`src/rtl/rap_pkg.sv`:
```
// shared constants and carriers for the register access policy block
package rap_pkg;

    // ------------------------------------------------------------
    // address map
    // ------------------------------------------------------------
    localparam logic [7:0] RAP_USER_LO = 8'h00;
    localparam logic [7:0] RAP_USER_HI = 8'h98;
    localparam logic [7:0] RAP_RSV_A = 8'h5d;
    localparam logic [7:0] RAP_RSV_B = 8'h5e;
    localparam int RAP_NREG = 153;
    localparam logic [7:0] RAP_VERSION_ADDR = 8'h00;
    localparam logic [7:0] RAP_STAT1_ADDR = 8'h02;
    localparam logic [7:0] RAP_STAT2_ADDR = 8'h03;
    localparam logic [7:0] RAP_STAT3_ADDR = 8'h04;
    localparam logic [7:0] RAP_DEVCFG1_ADDR = 8'h14;
    localparam logic [7:0] RAP_DEVCFG2_ADDR = 8'h15;
    localparam logic [7:0] RAP_THR_LO = 8'h1f;
    localparam logic [7:0] RAP_THR_HI = 8'h30;

    // ------------------------------------------------------------
    // lock groups: each internal process locks one address group
    // ------------------------------------------------------------
    localparam logic [7:0] RAP_GRP1_LO = 8'h14;
    localparam logic [7:0] RAP_GRP2_LO = 8'h19;
    localparam logic [7:0] RAP_GRP3_LO = 8'h1f;
    localparam int RAP_NGRP = 4;

    // ------------------------------------------------------------
    // field positions and values
    // ------------------------------------------------------------
    localparam int RAP_S1_PEC_BIT = 5;
    localparam int RAP_S1_INTRFC_BIT = 4;
    localparam int RAP_S2_SPI_BIT = 7;
    localparam int RAP_S2_RJCT_BIT = 0;
    localparam int RAP_SPARE_A_BIT = 8;
    localparam int RAP_SPARE_B_LSB = 8;
    // model code value is arbitrary
    localparam logic [15:0] RAP_VERSION_RST = 16'h0a51;
    localparam logic [15:0] RAP_ZERO = 16'h0000;

    // ------------------------------------------------------------
    // carriers
    // ------------------------------------------------------------
    typedef struct packed {
        logic valid;
        logic write;
        logic [7:0] addr;
        logic [15:0] wdata;
        logic pec_err;
        logic frame_err;
        logic spi_err;
    } rap_req_t;

    typedef struct packed {
        logic valid;
        logic ok;
        logic busy_rej;
        logic [15:0] rdata;
    } rap_rsp_t;

endpackage

```
`src/rtl/rap_register_access_policy.sv`:
```
// register map with reserved-address, bitfield and busy-lock access policy
//
// Overview of operation
// - accept transactions only without protocol errors; flag errors in status words one and two
// - a protocol-error transaction is rejected whole; no reserved handling applies
// - user registers decode in 0x00..0x98; addresses there without their own mask, other than 0x00, 0x02, 0x03, 0x5d and 0x5e, store all sixteen bits
// - addresses 0x5d and 0x5e are reserved
// - addresses 0x99 through 0xff are reserved
// - valid read of a reserved address completes with no error; a valid write there gets no answer
// - writes to reserved addresses are dropped; reads return zero
// - block read-back returns zero for reserved addresses and skips none
// - integrity checks cover all sixteen data bits including unused ones
// - unused bits are never stored and always read zero
// - one-bit and four-bit spare fields store, read back, affect nothing
// - valid write to a busy-locked register is ignored and sets the reject flag
`timescale 1ns/1ps
module rap_register_access_policy
    import rap_pkg::*;
(
    // clock and reset
    input wire logic clk_i,
    input wire logic nrst_i,
    // transaction from the link layer, checks already evaluated
    input wire rap_req_t req_i,
    // lock per address group from internal processes
    input wire logic [RAP_NGRP-1:0] grp_busy_i,
    // transaction answer
    output rap_rsp_t rsp_o,
    // status view
    output logic [15:0] first_status_word_o,
    output logic [15:0] second_status_word_o,
    output logic write_rejected_flag_o,
    // spare configuration fields, no internal effect
    output logic spare_cfg_bit_a_o,
    output logic [3:0] spare_cfg_nibble_b_o
);

    // ------------------------------------------------------------
    // state
    // ------------------------------------------------------------
    typedef struct packed {
        logic [RAP_NREG-1:0][15:0] regs;
        rap_rsp_t rsp;
    } rap_state_t;

    // transaction classes, judged before any register is touched
    typedef enum logic [2:0] {
        KIND_IDLE,
        KIND_ERROR,
        KIND_READ,
        KIND_RSV_WRITE,
        KIND_BUSY_WRITE,
        KIND_WRITE
    } rap_kind_t;

    rap_state_t st;
    rap_state_t next_st;
    logic rst_meta;
    logic rst_sync;

    // ------------------------------------------------------------
    // decode helpers
    // ------------------------------------------------------------
    function automatic logic is_reserved(input logic [7:0] a);
        is_reserved = (a > RAP_USER_HI)
            || (a == RAP_RSV_A) || (a == RAP_RSV_B);
    endfunction

    // implemented bits of each register; unused positions are zero
    function automatic logic [15:0] used_mask(input logic [7:0] a);
        if (a == RAP_STAT3_ADDR) begin
            used_mask = 16'hf800;
        end else if (a == 8'h0a) begin
            used_mask = 16'h0f0f;
        end else if ((a >= 8'h0b && a <= 8'h0d) || a == 8'h10 || a == 8'h11) begin
            used_mask = 16'h000f;
        end else if (a == 8'h12) begin
            used_mask = 16'h3fff;
        end else if (a == 8'h13) begin
            used_mask = 16'h0001;
        end else if (a == RAP_DEVCFG2_ADDR) begin
            used_mask = 16'hefff;
        end else if (a >= RAP_THR_LO && a <= RAP_THR_HI) begin
            used_mask = 16'hfffc;
        end else begin
            used_mask = 16'hffff;
        end
    endfunction

    function automatic logic [1:0] grp_of(input logic [7:0] a);
        if (a >= RAP_GRP3_LO) begin
            grp_of = 2'h3;
        end else if (a >= RAP_GRP2_LO) begin
            grp_of = 2'h2;
        end else if (a >= RAP_GRP1_LO) begin
            grp_of = 2'h1;
        end else begin
            grp_of = 2'h0;
        end
    endfunction

    // protocol errors are judged first, so reserved handling never sees them
    function automatic rap_kind_t classify(input rap_req_t r, input logic [RAP_NGRP-1:0] bsy);
        if (!r.valid) begin
            classify = KIND_IDLE;
        end else if (r.pec_err || r.frame_err || r.spi_err) begin
            classify = KIND_ERROR;
        end else if (!r.write) begin
            classify = KIND_READ;
        end else if (is_reserved(r.addr)) begin
            classify = KIND_RSV_WRITE;
        end else if (bsy[grp_of(r.addr)]) begin
            classify = KIND_BUSY_WRITE;
        end else begin
            classify = KIND_WRITE;
        end
    endfunction

    // ------------------------------------------------------------
    // reset release
    // ------------------------------------------------------------
    // assert at once, release after two edges so no flop sees a partial release
    always_ff @(posedge clk_i or negedge nrst_i) begin
        if (!nrst_i) begin
            rst_meta <= 1'b0;
            rst_sync <= 1'b0;
        end else begin
            rst_meta <= 1'b1;
            rst_sync <= rst_meta;
        end
    end

    // ------------------------------------------------------------
    // next state
    // ------------------------------------------------------------
    always_comb begin
        rap_kind_t kind;
        logic rsv;
        logic [7:0] a;
        logic [15:0] m;
        logic [15:0] clr1;
        logic [15:0] clr2;
        logic [15:0] set1;
        logic [15:0] set2;
        kind = classify(req_i, grp_busy_i);
        a = req_i.addr;
        rsv = is_reserved(a);
        m = used_mask(a);
        clr1 = RAP_ZERO;
        clr2 = RAP_ZERO;
        set1 = RAP_ZERO;
        set2 = RAP_ZERO;
        next_st = st;
        next_st.rsp = '0;
        case (kind)
            KIND_ERROR: begin
                // rejected before any address handling; only the alert bits change
                next_st.rsp.valid = 1'b1;
                set1[RAP_S1_PEC_BIT] = req_i.pec_err;
                set1[RAP_S1_INTRFC_BIT] = req_i.frame_err;
                set2[RAP_S2_SPI_BIT] = req_i.spi_err;
            end
            KIND_READ: begin
                next_st.rsp.valid = 1'b1;
                next_st.rsp.ok = 1'b1;
                // each address answers in turn, so block reads never skip
                next_st.rsp.rdata = rsv ? RAP_ZERO : (st.regs[a] & m);
            end
            KIND_RSV_WRITE: begin
                // dropped silently; the host sees no answer
                next_st.rsp.valid = 1'b0;
            end
            KIND_BUSY_WRITE: begin
                // the owning process keeps its operands; only the alert records the try
                next_st.rsp.valid = 1'b1;
                next_st.rsp.busy_rej = 1'b1;
                set2[RAP_S2_RJCT_BIT] = 1'b1;
            end
            KIND_WRITE: begin
                next_st.rsp.valid = 1'b1;
                next_st.rsp.ok = 1'b1;
                if (a == RAP_STAT1_ADDR) begin
                    clr1 = req_i.wdata;
                end else if (a == RAP_STAT2_ADDR) begin
                    clr2 = req_i.wdata;
                end else if (a != RAP_VERSION_ADDR) begin
                    // spare fields sit inside the mask and are stored as written
                    next_st.regs[a] = req_i.wdata & m;
                end
            end
            default: begin
                // no request this cycle: registers hold, no answer
                next_st.rsp = '0;
            end
        endcase
        // alert bits clear by writing one; a new event wins over the clear
        next_st.regs[RAP_STAT1_ADDR] = (st.regs[RAP_STAT1_ADDR] & ~clr1) | set1;
        next_st.regs[RAP_STAT2_ADDR] = (st.regs[RAP_STAT2_ADDR] & ~clr2) | set2;
    end

    // ------------------------------------------------------------
    // state register
    // ------------------------------------------------------------
    always_ff @(posedge clk_i or negedge rst_sync) begin
        if (!rst_sync) begin
            st <= '0;
            st.regs[RAP_VERSION_ADDR] <= RAP_VERSION_RST;
        end else begin
            st <= next_st;
        end
    end

    // ------------------------------------------------------------
    // outputs, all straight from the state flops
    // ------------------------------------------------------------
    always_comb begin
        rsp_o = st.rsp;
        first_status_word_o = st.regs[RAP_STAT1_ADDR];
        second_status_word_o = st.regs[RAP_STAT2_ADDR];
        write_rejected_flag_o = st.regs[RAP_STAT2_ADDR][RAP_S2_RJCT_BIT];
        spare_cfg_bit_a_o = st.regs[RAP_DEVCFG1_ADDR][RAP_SPARE_A_BIT];
        spare_cfg_nibble_b_o = st.regs[RAP_DEVCFG2_ADDR][RAP_SPARE_B_LSB +: 4];
    end

endmodule

```
`config.mk`:
```
export PLATFORM = sky130hd
export DESIGN_NAME = rap_register_access_policy
export DESIGN_NICKNAME = d
export VERILOG_FILES = /design/src/rtl/rap_pkg.sv /design/src/rtl/rap_register_access_policy.sv
export SDC_FILE = /design/constraint.sdc
export NUM_CORES = 2
export LEC_CHECK = 0
export BUFFER_PORTS_ARGS = -buffer_cell sky130_fd_sc_hd__buf_2
export CAP_MARGIN = 5
export CORE_MARGIN = 3
export CORE_UTILIZATION = 55
export CTS_BUF_LIST = sky130_fd_sc_hd__clkbuf_8
export DETAILED_ROUTE_END_ITERATION = 6
export PLACE_DENSITY = 0.71
export SYNTH_ARGS = -nofsm -noshare
export SYNTH_HDL_FRONTEND = slang
export SYNTH_SLANG_ARGS = --single-unit
```
`constraint.sdc`:
```
create_clock -name clk_i -period 176.4 [get_ports clk_i]
set_clock_uncertainty 0.15 [all_clocks]
set_input_delay 26.46 -clock clk_i [delete_from_list [all_inputs] [get_ports clk_i]]
set_output_delay 26.46 -clock clk_i [all_outputs]
set_load 0.02 [all_outputs]
```
==> metrics.cfg <==
[route]
avgRoutedWirePerCell_um=27.01
ant_nets=0
drtPass1Iterations=7
dr_total_vias=78450
first_iter_violations=8862
routed_via_density=6.380
wl_mm=332.1
drc=11

[setup_path]
end_kind=flop
crit_type=primary input to flop
path_buf_inv=5
crit_path_start_kind=primary input
cp.required_ns=177.21
path_common_cell=buf_4
crit_family=buffers and inverters
cp_max_fo=102
cp.arrival_ns=31.32
cp_cell_sequence=buf_8 > buf_4 > buf_12 > buf_4 > buf_4 > mux4_2 > a22oi_1 > nand3_1 > nand2_1 > a2111oi_0 > or3_1
slowest_delay_ns=0.70
crit_slowest_cell=buf_4

[placed_design]
numPortBuffers=91
placed_cells=11560
dpl.hpwl_mm=202.8
gp_congestion=0.9518

[floorplan]
fp.dieW_um=447.6
io_pins=92
rows=161
die_area_um2=200400
coreArea_um2=193200
initial_utilization_pct=55.53
die_h_um=447.6

[sta]
tightest_slew_ns=1.332
finalCritPeriodShare_pct=17.29
finalSetupTns_ns=0
fmax_ghz=0.03278
slew_violations=0
final-setup-viol-count=0
period_needed_ns=30.50
maxSlewHeadroom_pct=11.19
rsz0062_at_grt=false
hold_viol=0

[grt]
grt_pass1_vias=77280
grt_pass1_wl_mm=499.3
grt_max_degree=194
grtUsageTotal_pct=33.58
grt_overflow=0
antenna_found_initial=22

[cts]
clkLatencyLatePin_ns=1.10
cts_made_buffers=408
path_clk_slew_ns=0.06
cts_resized=0
numClockSinks=2469
cts_max_level=5
tritoncts=built
clock_path_buffers=4
postCtsSetupBuffers=0
ctsHoldBuffers=0
clock-root-buffer=clkbuf_8

[logic_synthesis]
ys_seq_area_share_pct=57.60
ys.flop_type=dfrtp_1
netlist_area_um2=107300
syn-num-nets=9757
avgSynthCellArea_um2=11.03
synth_top_area_share_pct=57.48
synth_cell_type_count=67
synth_warnings=0
async_flop_share_pct=100.0
synth_area_leaders=dfrtp_1, mux4_2, o21ai_0
synth_edf_count=0
synth_cells=9722
synth_seq_cells=2469
synth.largest_area_cell=dfrtp_1

[power_and_ir_drop]
p_per_area_nw_per_um2=9.598
peakVddDrop_v=0.000008082
p_leak_nw=52.43
p_total_mw=1.133

[outcome]
outcome=finished with violations
violations=design-rule violations

[min_path]
hp-class=flop to flop

[cells_and_area]
fin_cells=12300
fin_util_pct=61.09
nNetsFinal=9483
layout-drive-gt1-share_pct=17.94
area_delta_synth_final_pct=10.02

[flow_run]
cap_viol_max_count=0

-- state kept, by name, summed over array words and instances (netlist names) --
| signal | count |
|---|---|
| second_status_word_o | 16 |
| rsp_o | 19 |
| spare_cfg_bit_a_o | 1 |
| rst_sync | 1 |
| rst_meta | 1 |
| st | 2411 |
| spare_cfg_nibble_b_o | 4 |
| first_status_word_o | 16 |
-- final timing paths --
check	start	to	slack, ns	cells past startpoint
worst min-delay path	rst_meta	rst_sync	0.20	0
min in group asynchronous	rst_sync	st[1722]	0.30	0
worst max-delay path	req_i[20]	rsp_o[0]	145.90	11
worst min register to register	rst_meta	rst_sync	0.20	0
worst max register to register	rst_sync	st[2270]	169.78	6
max in group asynchronous	nrst_i	rst_sync	150.94	1
-- layer usage --
layer | up-vias | share of wire (%) | GRT usage, %
met4 | 8 | 7.3 | 21.38
met1 | 39620 | 38 | 44.97
met3 | 1088 | 11 | 10.19
li1 | 33550 | - | -
met5 | - | 0.016 | 0
met2 | 4173 | 43 | 48.04
-- final cells by class --
type / count / area (um^2)
multi-input cells: 6182 / 41950
clock buffers: 523 / 7198
repair buffers: 382 / 2810
flip-flops and latches: 2469 / 61790
diodes: 13 / 32.53
inverters: 5 / 23.77
clock inverters: 196 / 1054
well taps: 2526 / 3161
fillers: 15040 / 75160
-- cells in the final DEF (no fill, tap or decap), types with 113 or more instances in the layout --
cell	netlist	final
and2_1	130	129
buf_4	108	278
clkbuf_8	0	523
dfrtp_1	2464	2463
inv_1	5	138
mux2i_1	133	133
mux4_2	604	604
nand2_1	2329	2315
o21ai_0	2149	2148
o21ai_1	113	113
-- stage by stage --
| stage | setup WS, ns | hold slack (ns) | instance area [um^2] |
|---|---|---|---|
| after floorplan | 102.34 | 0.1812 | 107300 |
| after CTS | 146.04 | 0.2068 | 117900 |
| after global routing | 145.82 | 0.2171 | 118000 |
| after detailed placement | 144.87 | 0.1918 | 109700 |
| final | 145.90 | 0.2030 | 118000 |
| after global placement | 144.92 | 0.1875 | 109700 |
-- synth_stat cells, drive strengths merged (16+ instances only) --
| cell type | n |
|---|---|
| a211oi | 32 |
| a21boi | 33 |
| a21oi | 48 |
| a221oi | 23 |
| a22o | 19 |
| a22oi | 66 |
| a31oi | 16 |
| and2 | 130 |
| buf | 235 |
| clkbuf | 831 |
| dfrtp | 2464 |
| mux2 | 21 |
| mux2i | 133 |
| mux4 | 604 |
| nand2 | 2329 |
| nand3 | 33 |
| nand4 | 53 |
| nor2 | 69 |
| nor2b | 24 |
| nor3 | 22 |
| o2111ai | 105 |
| o21ai | 2262 |
| o22ai | 34 |
-- logic make-up (layout without fill, tap and decap cells) --
family / after synthesis / after routing / synth area share [%]
multiplexers: 758 / 758 / 14.14
AND/OR/NAND/NOR: 2715 / 2715 / 10.24
buffers and inverters: 1071 / 1106 / 4.249
other: 1 / 14 / 0.003496
flip-flops: 2469 / 2469 / 57.60
XOR/XNOR: 1 / 1 / 0.008166
AO/OA/AOI/OAI: 2707 / 2707 / 13.76
-- power breakdown --
| group | internal (mW) | switching (mW) | leakage (nW) | total [mW] |
|---|---|---|---|---|
| Combinational | 0.0110 | 0.0467 | 13.2 | 0.0578 |
| Sequential | 0.567 | 0.000825 | 34.5 | 0.568 |
| Clock | 0.276 | 0.230 | 4.78 | 0.507 |
No activity file was read; power rests on OpenSTA's default activity.
